File: src/design/buck_seq_pkg.sv
// package for the buck start-up and fault sequencer
// assumes a 200 MHz mclk; analog comparator results arrive as pins
package buck_seq_pkg;
    // clock period in ps
    localparam int unsigned clk_period_ps = 5000;
    // bootstrap hold time in ns and cycles
    localparam int unsigned boot_hold_ns = 200;
    localparam int unsigned boot_hold_cyc = (boot_hold_ns * 1000 + clk_period_ps - 1) / clk_period_ps;
    // current sense blanking and filter times
    localparam int unsigned blank_ns = 120;
    localparam int unsigned blank_cyc = (blank_ns * 1000) / clk_period_ps;
    localparam int unsigned filt_ns = 120;
    localparam int unsigned filt_cyc = (filt_ns * 1000 + clk_period_ps - 1) / clk_period_ps;
    // power-good delay in us, cycles derived
    localparam int unsigned pg_delay_us = 7100;
    localparam int unsigned pg_delay_cyc = (pg_delay_us * 1000) / (clk_period_ps / 1000);
    // retry wait: soft-start charge and discharge cycles
    localparam logic [1:0] retry_cycles = 2'h3;
    // sinking fault low-side blank in switching cycles
    localparam logic [1:0] sink_cycles = 2'h3;
    // counter width for timers
    localparam int unsigned cnt_w = 24;

    // sequencer states, one-hot
    typedef enum logic [5:0] {
        st_wait = 6'h01,
        st_charge = 6'h02,
        st_boot = 6'h04,
        st_ramp = 6'h08,
        st_run = 6'h10,
        st_retry = 6'h20
    } seq_state_t;

    // analog comparator inputs grouped
    typedef struct packed {
        logic supplies_ok;
        logic enable_high;
        logic comp_above_ramp;
        logic ss_at_ref;
        logic ss_low;
        logic ss_high;
        logic out_in_window;
        logic out_over;
        logic out_under;
        logic hs_oc;
        logic ls_src_oc;
        logic ls_sink_oc;
    } analog_in_t;
endpackage : buck_seq_pkg

File: src/design/buck_startup_fault_sequencer.sv
// start-up and protection sequencer of a single-phase buck controller
// assumes comparator results from analog circuits, pwm and switch edge from the modulator
//
// Operation
// - start only with supplies and enable good
// - enable sink current on while disabled
// - charge to supply until comp above ramp
// - hold low-side low 200ns after enabling drivers
// - then target margined reference for soft-start
// - done when drivers on and ss near reference
// - power-good reference follows soft-start node
// - power-good only within window with hysteresis
// - no power-good before soft-start completes
// - delay power-good rise, not its fall
// - uv and ov disabled until soft-start done
// - ov: high-side off, low-side on, power_good_output low
// - ov held until clear, beats overcurrent
// - uv only pulls power-good low
// - overcurrent enabled with drivers, every period
// - blank sense 120ns, then filter 120ns
// - low-side sourcing overcurrent raises fault
// - low-side sinking overcurrent raises fault
// - high-side sourcing overcurrent raises fault
// - sourcing fault: gates low, discharge, retry
// - retry wait is three soft-start cycles
// - sinking fault: low-side off three cycles
`timescale 1ns/1ps
`default_nettype none
module buck_startup_fault_sequencer #(
    parameter int unsigned pg_delay = buck_seq_pkg::pg_delay_cyc
) (
    input wire logic mclk,
    input wire logic resetn,
    input wire buck_seq_pkg::analog_in_t ana_in,
    input wire logic pwm_in,
    input wire logic sw_edge,
    output logic high_side_gate_drive,
    output logic low_side_gate_drive,
    output logic power_good_output_n,
    output logic power_good_output_oe_n,
    output logic enable_sink_on,
    output logic charge_to_supply,
    output logic charge_to_reference,
    output logic ss_discharge,
    output logic pg_ref_from_soft_start,
    output logic soft_start_done,
    output logic fault_source_oc
);
    // two-flop synchroniser for all analog inputs
    buck_seq_pkg::analog_in_t sync1_reg;
    buck_seq_pkg::analog_in_t sync2_reg;
    // synchronised inputs, pwm and edge from same-clock modulator
    buck_seq_pkg::analog_in_t a;
    buck_seq_pkg::seq_state_t state_reg, state_next;
    logic [buck_seq_pkg::cnt_w-1:0] tmr_reg; // shared state timer
    logic [1:0] retry_cnt_reg; // soft-start cycles done in retry
    logic retry_rise_reg; // retry cycle direction: 1 charging
    logic [7:0] blank_reg; // sense blanking counter, cycles since switching edge
    logic [7:0] hs_filt_reg, lss_filt_reg, lsk_filt_reg; // filter run lengths
    logic [1:0] sink_cnt_reg; // low-side blank counter
    logic pg_qual_reg; // power-good window state with hysteresis
    logic [buck_seq_pkg::cnt_w-1:0] pg_tmr_reg; // power-good delay count
    logic pg_on_reg; // delayed power-good

    always_ff @(posedge mclk or negedge resetn) begin
        if (!resetn) begin
            sync1_reg <= '0;
            sync2_reg <= '0;
        end else begin
            sync1_reg <= ana_in;
            sync2_reg <= sync1_reg;
        end
    end
    assign a = sync2_reg;

    // decode
    wire power_ok = a.supplies_ok && a.enable_high;
    wire drivers_on = state_reg == buck_seq_pkg::st_boot || state_reg == buck_seq_pkg::st_ramp
        || state_reg == buck_seq_pkg::st_run;
    wire running = state_reg == buck_seq_pkg::st_run;
    wire ov_act = running && a.out_over;
    wire uv_act = running && a.out_under;
    // overcurrent comparators only count once the blanking time has run out
    wire sense_open = drivers_on && blank_reg >= 8'(buck_seq_pkg::blank_cyc);
    // a filtered fault needs the comparator held for the whole filter time
    wire hs_fault = hs_filt_reg >= 8'(buck_seq_pkg::filt_cyc);
    wire lss_fault = lss_filt_reg >= 8'(buck_seq_pkg::filt_cyc);
    wire lsk_fault = lsk_filt_reg >= 8'(buck_seq_pkg::filt_cyc);
    // overvoltage masks both overcurrent responses while it holds
    wire src_fault = (hs_fault || lss_fault) && !ov_act;
    wire sink_start = lsk_fault && !ov_act && sink_cnt_reg == 2'h0;
    wire boot_done = tmr_reg >= buck_seq_pkg::cnt_w'(buck_seq_pkg::boot_hold_cyc - 1);

    // next state
    always_comb begin
        state_next = state_reg;
        unique case (state_reg)
            buck_seq_pkg::st_wait: begin
                if (power_ok) state_next = buck_seq_pkg::st_charge;
            end
            buck_seq_pkg::st_charge: begin
                if (a.comp_above_ramp) state_next = buck_seq_pkg::st_boot;
            end
            buck_seq_pkg::st_boot: begin
                if (boot_done) state_next = buck_seq_pkg::st_ramp;
            end
            buck_seq_pkg::st_ramp: begin
                if (a.ss_at_ref) state_next = buck_seq_pkg::st_run;
            end
            buck_seq_pkg::st_run: begin
                state_next = buck_seq_pkg::st_run;
            end
            buck_seq_pkg::st_retry: begin
                if (retry_cnt_reg == buck_seq_pkg::retry_cycles && !retry_rise_reg && a.ss_low)
                    state_next = buck_seq_pkg::st_charge;
            end
            default: state_next = buck_seq_pkg::st_wait;
        endcase
        if (drivers_on && src_fault) state_next = buck_seq_pkg::st_retry;
        if (!power_ok) state_next = buck_seq_pkg::st_wait;
    end

    // state and boot timer
    always_ff @(posedge mclk or negedge resetn) begin
        if (!resetn) begin
            state_reg <= buck_seq_pkg::st_wait;
            tmr_reg <= '0;
        end else begin
            state_reg <= state_next;
            tmr_reg <= (state_next != state_reg) ? '0 : tmr_reg + 1'b1;
        end
    end

    // retry: count soft-start charge/discharge cycles
    always_ff @(posedge mclk or negedge resetn) begin
        if (!resetn) begin
            retry_cnt_reg <= 2'h0;
            retry_rise_reg <= 1'b0;
        end else if (state_reg != buck_seq_pkg::st_retry) begin
            retry_cnt_reg <= 2'h0;
            retry_rise_reg <= 1'b0; // first discharge
        end else if (retry_rise_reg && a.ss_high) begin
            retry_rise_reg <= 1'b0; // top reached, discharge
        end else if (!retry_rise_reg && a.ss_low && retry_cnt_reg != buck_seq_pkg::retry_cycles) begin
            retry_rise_reg <= 1'b1; // start the next full charge
            retry_cnt_reg <= retry_cnt_reg + 2'h1;
        end
    end

    // blanking counter restarts on each switching edge
    always_ff @(posedge mclk or negedge resetn) begin
        if (!resetn) begin
            blank_reg <= 8'h00;
        end else if (!drivers_on || sw_edge) begin
            blank_reg <= 8'h00;
        end else if (blank_reg != 8'hff) begin
            blank_reg <= blank_reg + 8'h01;
        end
    end

    // filters: comparator must hold for the filter time
    always_ff @(posedge mclk or negedge resetn) begin
        if (!resetn) begin
            hs_filt_reg <= 8'h00;
            lss_filt_reg <= 8'h00;
            lsk_filt_reg <= 8'h00;
        end else begin
            hs_filt_reg <= (sense_open && pwm_in && a.hs_oc) ? hs_filt_reg + {7'h00, !hs_fault} : 8'h00;
            lss_filt_reg <= (sense_open && !pwm_in && a.ls_src_oc) ? lss_filt_reg + {7'h00, !lss_fault} : 8'h00;
            lsk_filt_reg <= (sense_open && !pwm_in && a.ls_sink_oc) ? lsk_filt_reg + {7'h00, !lsk_fault} : 8'h00;
        end
    end

    // sinking fault: count switching edges where pwm rises, with low-side off
    always_ff @(posedge mclk or negedge resetn) begin
        if (!resetn) begin
            sink_cnt_reg <= 2'h0;
        end else if (!drivers_on || ov_act) begin
            sink_cnt_reg <= 2'h0;
        end else if (sink_start) begin
            sink_cnt_reg <= buck_seq_pkg::sink_cycles;
        end else if (sink_cnt_reg != 2'h0 && sw_edge && pwm_in) begin
            sink_cnt_reg <= sink_cnt_reg - 2'h1;
        end
    end

    // power-good window hysteresis: in window enters, out window leaves
    always_ff @(posedge mclk or negedge resetn) begin
        if (!resetn) begin
            pg_qual_reg <= 1'b0;
        end else if (!running || ov_act || uv_act || !a.out_in_window) begin
            pg_qual_reg <= 1'b0;
        end else begin
            pg_qual_reg <= 1'b1;
        end
    end

    // power-good delay on rise only
    always_ff @(posedge mclk or negedge resetn) begin
        if (!resetn) begin
            pg_tmr_reg <= '0;
            pg_on_reg <= 1'b0;
        end else if (!pg_qual_reg || !running || ov_act || uv_act) begin
            pg_tmr_reg <= '0;
            pg_on_reg <= 1'b0;
        end else if (pg_tmr_reg >= buck_seq_pkg::cnt_w'(pg_delay - 1)) begin
            pg_on_reg <= 1'b1;
        end else begin
            pg_tmr_reg <= pg_tmr_reg + 1'b1;
        end
    end

    // gate and status outputs, all registered
    always_ff @(posedge mclk or negedge resetn) begin
        if (!resetn) begin
            high_side_gate_drive <= 1'b0;
            low_side_gate_drive <= 1'b0;
            power_good_output_n <= 1'b0;
            power_good_output_oe_n <= 1'b0;
            enable_sink_on <= 1'b1;
            charge_to_supply <= 1'b0;
            charge_to_reference <= 1'b0;
            ss_discharge <= 1'b1;
            pg_ref_from_soft_start <= 1'b1;
            soft_start_done <= 1'b0;
            fault_source_oc <= 1'b0;
        end else begin
            if (ov_act) begin
                high_side_gate_drive <= 1'b0;
                low_side_gate_drive <= 1'b1;
            end else if (state_next == buck_seq_pkg::st_boot || state_next == buck_seq_pkg::st_ramp
                || state_next == buck_seq_pkg::st_run) begin
                high_side_gate_drive <= pwm_in && state_next != buck_seq_pkg::st_boot;
                low_side_gate_drive <= !pwm_in && state_next != buck_seq_pkg::st_boot
                    && !sink_start && sink_cnt_reg == 2'h0;
            end else begin
                high_side_gate_drive <= 1'b0;
                low_side_gate_drive <= 1'b0;
            end
            // open-drain: oe_n low pulls the pin low
            power_good_output_n <= 1'b0;
            // release only while the next state still runs, so the fall has no lag
            power_good_output_oe_n <= pg_on_reg && state_next == buck_seq_pkg::st_run && a.out_in_window
                && !ov_act && !uv_act;
            enable_sink_on <= state_next == buck_seq_pkg::st_wait;
            charge_to_supply <= state_next == buck_seq_pkg::st_charge
                || (state_next == buck_seq_pkg::st_retry && retry_rise_reg);
            charge_to_reference <= state_next == buck_seq_pkg::st_boot || state_next == buck_seq_pkg::st_ramp
                || state_next == buck_seq_pkg::st_run;
            ss_discharge <= state_next == buck_seq_pkg::st_wait
                || (state_next == buck_seq_pkg::st_retry && !retry_rise_reg);
            pg_ref_from_soft_start <= 1'b1;
            soft_start_done <= state_next == buck_seq_pkg::st_run;
            fault_source_oc <= state_next == buck_seq_pkg::st_retry;
        end
    end
endmodule : buck_startup_fault_sequencer
`default_nettype wire

File: config.mk
export PLATFORM = sky130hd
export DESIGN_NAME = buck_startup_fault_sequencer
export DESIGN_NICKNAME = d
export VERILOG_FILES = /design/src/design/buck_seq_pkg.sv /design/src/design/buck_startup_fault_sequencer.sv
export SDC_FILE = /design/constraint.sdc
export NUM_CORES = 1
export LEC_CHECK = 0
export ABC_AREA = 1
export BUFFER_PORTS_ARGS = -buffer_cell sky130_fd_sc_hd__buf_2
export CORE_MARGIN = 2
export CORE_UTILIZATION = 45
export CTS_CLUSTER_DIAMETER = 40
export CTS_CLUSTER_SIZE = 20
export DETAILED_ROUTE_END_ITERATION = 8
export SLEW_MARGIN = 25
export SYNTH_ARGS = -nofsm -noshare
export SYNTH_HDL_FRONTEND = slang
export SYNTH_SLANG_ARGS = --single-unit
File: constraint.sdc
create_clock -name mclk -period 2.8 [get_ports mclk]
set_clock_uncertainty 0.15 [all_clocks]
set_input_delay 0 -clock mclk [delete_from_list [all_inputs] [get_ports mclk]]
set_output_delay 0 -clock mclk [all_outputs]
set_load 0.05 [all_outputs]
==> flow_metrics.tcl <==
set metrics [dict create \
    grt_usage 0.186 \
    antenna_left 0 \
    status "complete, no violations" \
    layout.cells.non_filler 936 \
    synth_area_leader_cell "dfrtp_1" \
    drt_first_pass_iters 6 \
    synth_top_cells_by_area "dfrtp_1, inv_1, nand2_1" \
    final_cell_mix "dfrtp_1, inv_1, nand2_1, nor2_1, nand3_1" \
    dp_hpwl_mm 8.58 \
    ys_seq_area_frac 0.513 \
    p_per_area_nw_per_um2 580 \
    path_class "flip-flop to flip-flop" \
    setup_slack_ps 316 \
    clockBufferDepth 2 \
    preCtsSetupSlack_ps 275 \
    die_h_um 121 \
    worstMarginPinSlew_ps 705 \
    first_global_vias 4848 \
    rrSetupSlack_ps 320 \
    drt_iter0_markers 378 \
    syn_area_um2 6150 \
    via_per_inst 5.03 \
    antenna_found_initial 0 \
    synthArstFlopShare 1.00 \
    reg2reg_to "tmr_reg[16]" \
    syn_inst 691 \
    hold_violations 0 \
    drt-met1-wl_mm 5.35 \
    rsz0062_at_grt "no" \
    start_kind "flip-flop" \
    holdWs_ps 28.2 \
    numPortBuffers 24 \
    io_pins 27 \
    critPathArrivalTime_ps 2650 \
    netlist.area_leader.share 0.500 \
    drive_gt1_frac 0.141 \
    cts_tree "done" \
    die_area_um2 14600 \
    synth_edf_count 0 \
    p_leak_nw 3.25 \
    ys_ff_latch 126 \
    route.met3.wl_um 394 \
    clock_latency_ps 410 \
    grt_overflow 0 \
    die_x_um 121 \
    top_layer "met4" \
    initial_core_util 0.463 \
    placedCellCount 888 \
    fin_crit_sh 0.887 \
    wl_mm 12.1 \
    period_minus_slack_ps 2480 \
    grt_pass1_wl_mm 21.6 \
    max_freq_ghz 0.403 \
    clock_sinks 126 \
    final_area_um2 7210 \
    layout_commonest_cell "dfrtp_1" \
    synthDistinctLibCells 44 \
    syn_to_final_growth_pct 17.2 \
    htree_levels 4 \
    nets 775 \
    final_max_slew_viol_count 0 \
    setup_tns_ps 0 \
    r2r-start "state_reg[2]" \
    hold_class "input pin to asynchronous set/reset pin" \
    r2r_cells 9 \
    diodes 0 \
    ir_drop_v 0.000395 \
    num_rows 42 \
    detail_route.wl_per_cell_um 13.0 \
    cp-end-kind "flip-flop" \
    core-area_um2 13300 \
    crit_fanout 24 \
    grt_max_degree 79 \
    syn_nets 719 \
    post_dp_cell_area_um2 6470 \
    ys_warn_count 0 \
    root_buffer "clkbuf_16" \
    slew_headroom 0.525 \
    path_clk_slew_ps 60 \
    maxCapViolCount 0 \
    report.final.setup_viol 0 \
    required_ps 2960 \
    ys.flop_type "dfrtp_1" \
    dr_wl_met2_mm 6.19 \
    numCtsBuffers 17 \
    remaining_drc_errors 0 \
    synth.avg_cell_area_um2 8.91 \
    gp_congestion 0.896 \
    num_vias 4704 \
]
-- how the worst max path moves through the flow --
stage | start | to | slack [ps] | cells past startpoint
global placement | state_reg[1] | tmr_reg[23] | 420 | 10
global route | state_reg[2] | tmr_reg[2] | 30 | 9
floorplan | state_reg[1] | tmr_reg[10] | 770 | 10
detailed placement | state_reg[2] | tmr_reg[16] | 270 | 9
CTS | state_reg[2] | tmr_reg[16] | 270 | 9
finish | state_reg[2] | tmr_reg[16] | 320 | 9
-- metrics by stage --
stage,power (W),utilization
after floorplan,0.00201,-
after CTS,0.00424,0.542
after global placement,0.00207,0.487
final,0.00418,0.542
after detailed placement,0.00208,0.487
after global routing,0.00433,0.542
-- cell families after synthesis --
group | after synthesis | share of synthesized area
buf+inv | 110 | 0.0734
fa+ha+maj | 12 | 0.0244
flops | 126 | 0.513
xor+xnor | 25 | 0.0368
compound gates | 74 | 0.0689
other cells | 2 | 0.00122
simple gates | 342 | 0.282
-- worst max-delay path: stages (launching register included) --
cell,delay [ps]
dfrtp_1,420
nor2_2,250
nand3_1,240
inv_1,120
nand2_1,60
o211ai_1,70
nand2_1,120
xor2_1,250
nand3_4,380
nor3_2,320
-- power by group --
group	total (W)	internal (W)	switching (W)
combinational	0.000180	0.0000581	0.000122
sequential	0.00188	0.00186	0.0000181
clock	0.00213	0.00131	0.000819
-- synthesized netlist by cell type, types with 4 or more instances --
master,n
a21oi_1,21
buf_6,4
dfrtp_1,123
ha_1,12
inv_1,100
nand2_1,98
nand3_1,48
nand3_4,4
nand4_1,18
nor2_1,90
nor2_2,8
nor3_1,25
nor3_2,22
nor3b_1,9
nor4_1,9
o211ai_1,4
o21ai_0,33
xnor2_1,4
xor2_1,20
-- metal layers --
metal,vias to the layer above,track usage
met1,2240,0.224
met4,0,0.0741
li1,2374,-
met2,75,0.318
met3,15,0.0456
met5,-,0
-- cell type report --
| class | count | area (µm²) |
|---|---|---|
| fillers | 1227 | 6080 |
| flip-flops and latches | 126 | 3160 |
| multi-input cells | 455 | 2550 |
| clock buffers | 18 | 429 |
| inverters | 103 | 387 |
| repair buffers | 44 | 325 |
| well taps | 176 | 220 |
| clock inverters | 14 | 148 |
-- timing repair --
action                                 CTS  global route
hold buffers                            16             0
endpoints found under the hold margin  163             0
setup buffers                            0             0
resized for setup                        0             0
No activity file was read; power rests on OpenSTA's default activity.
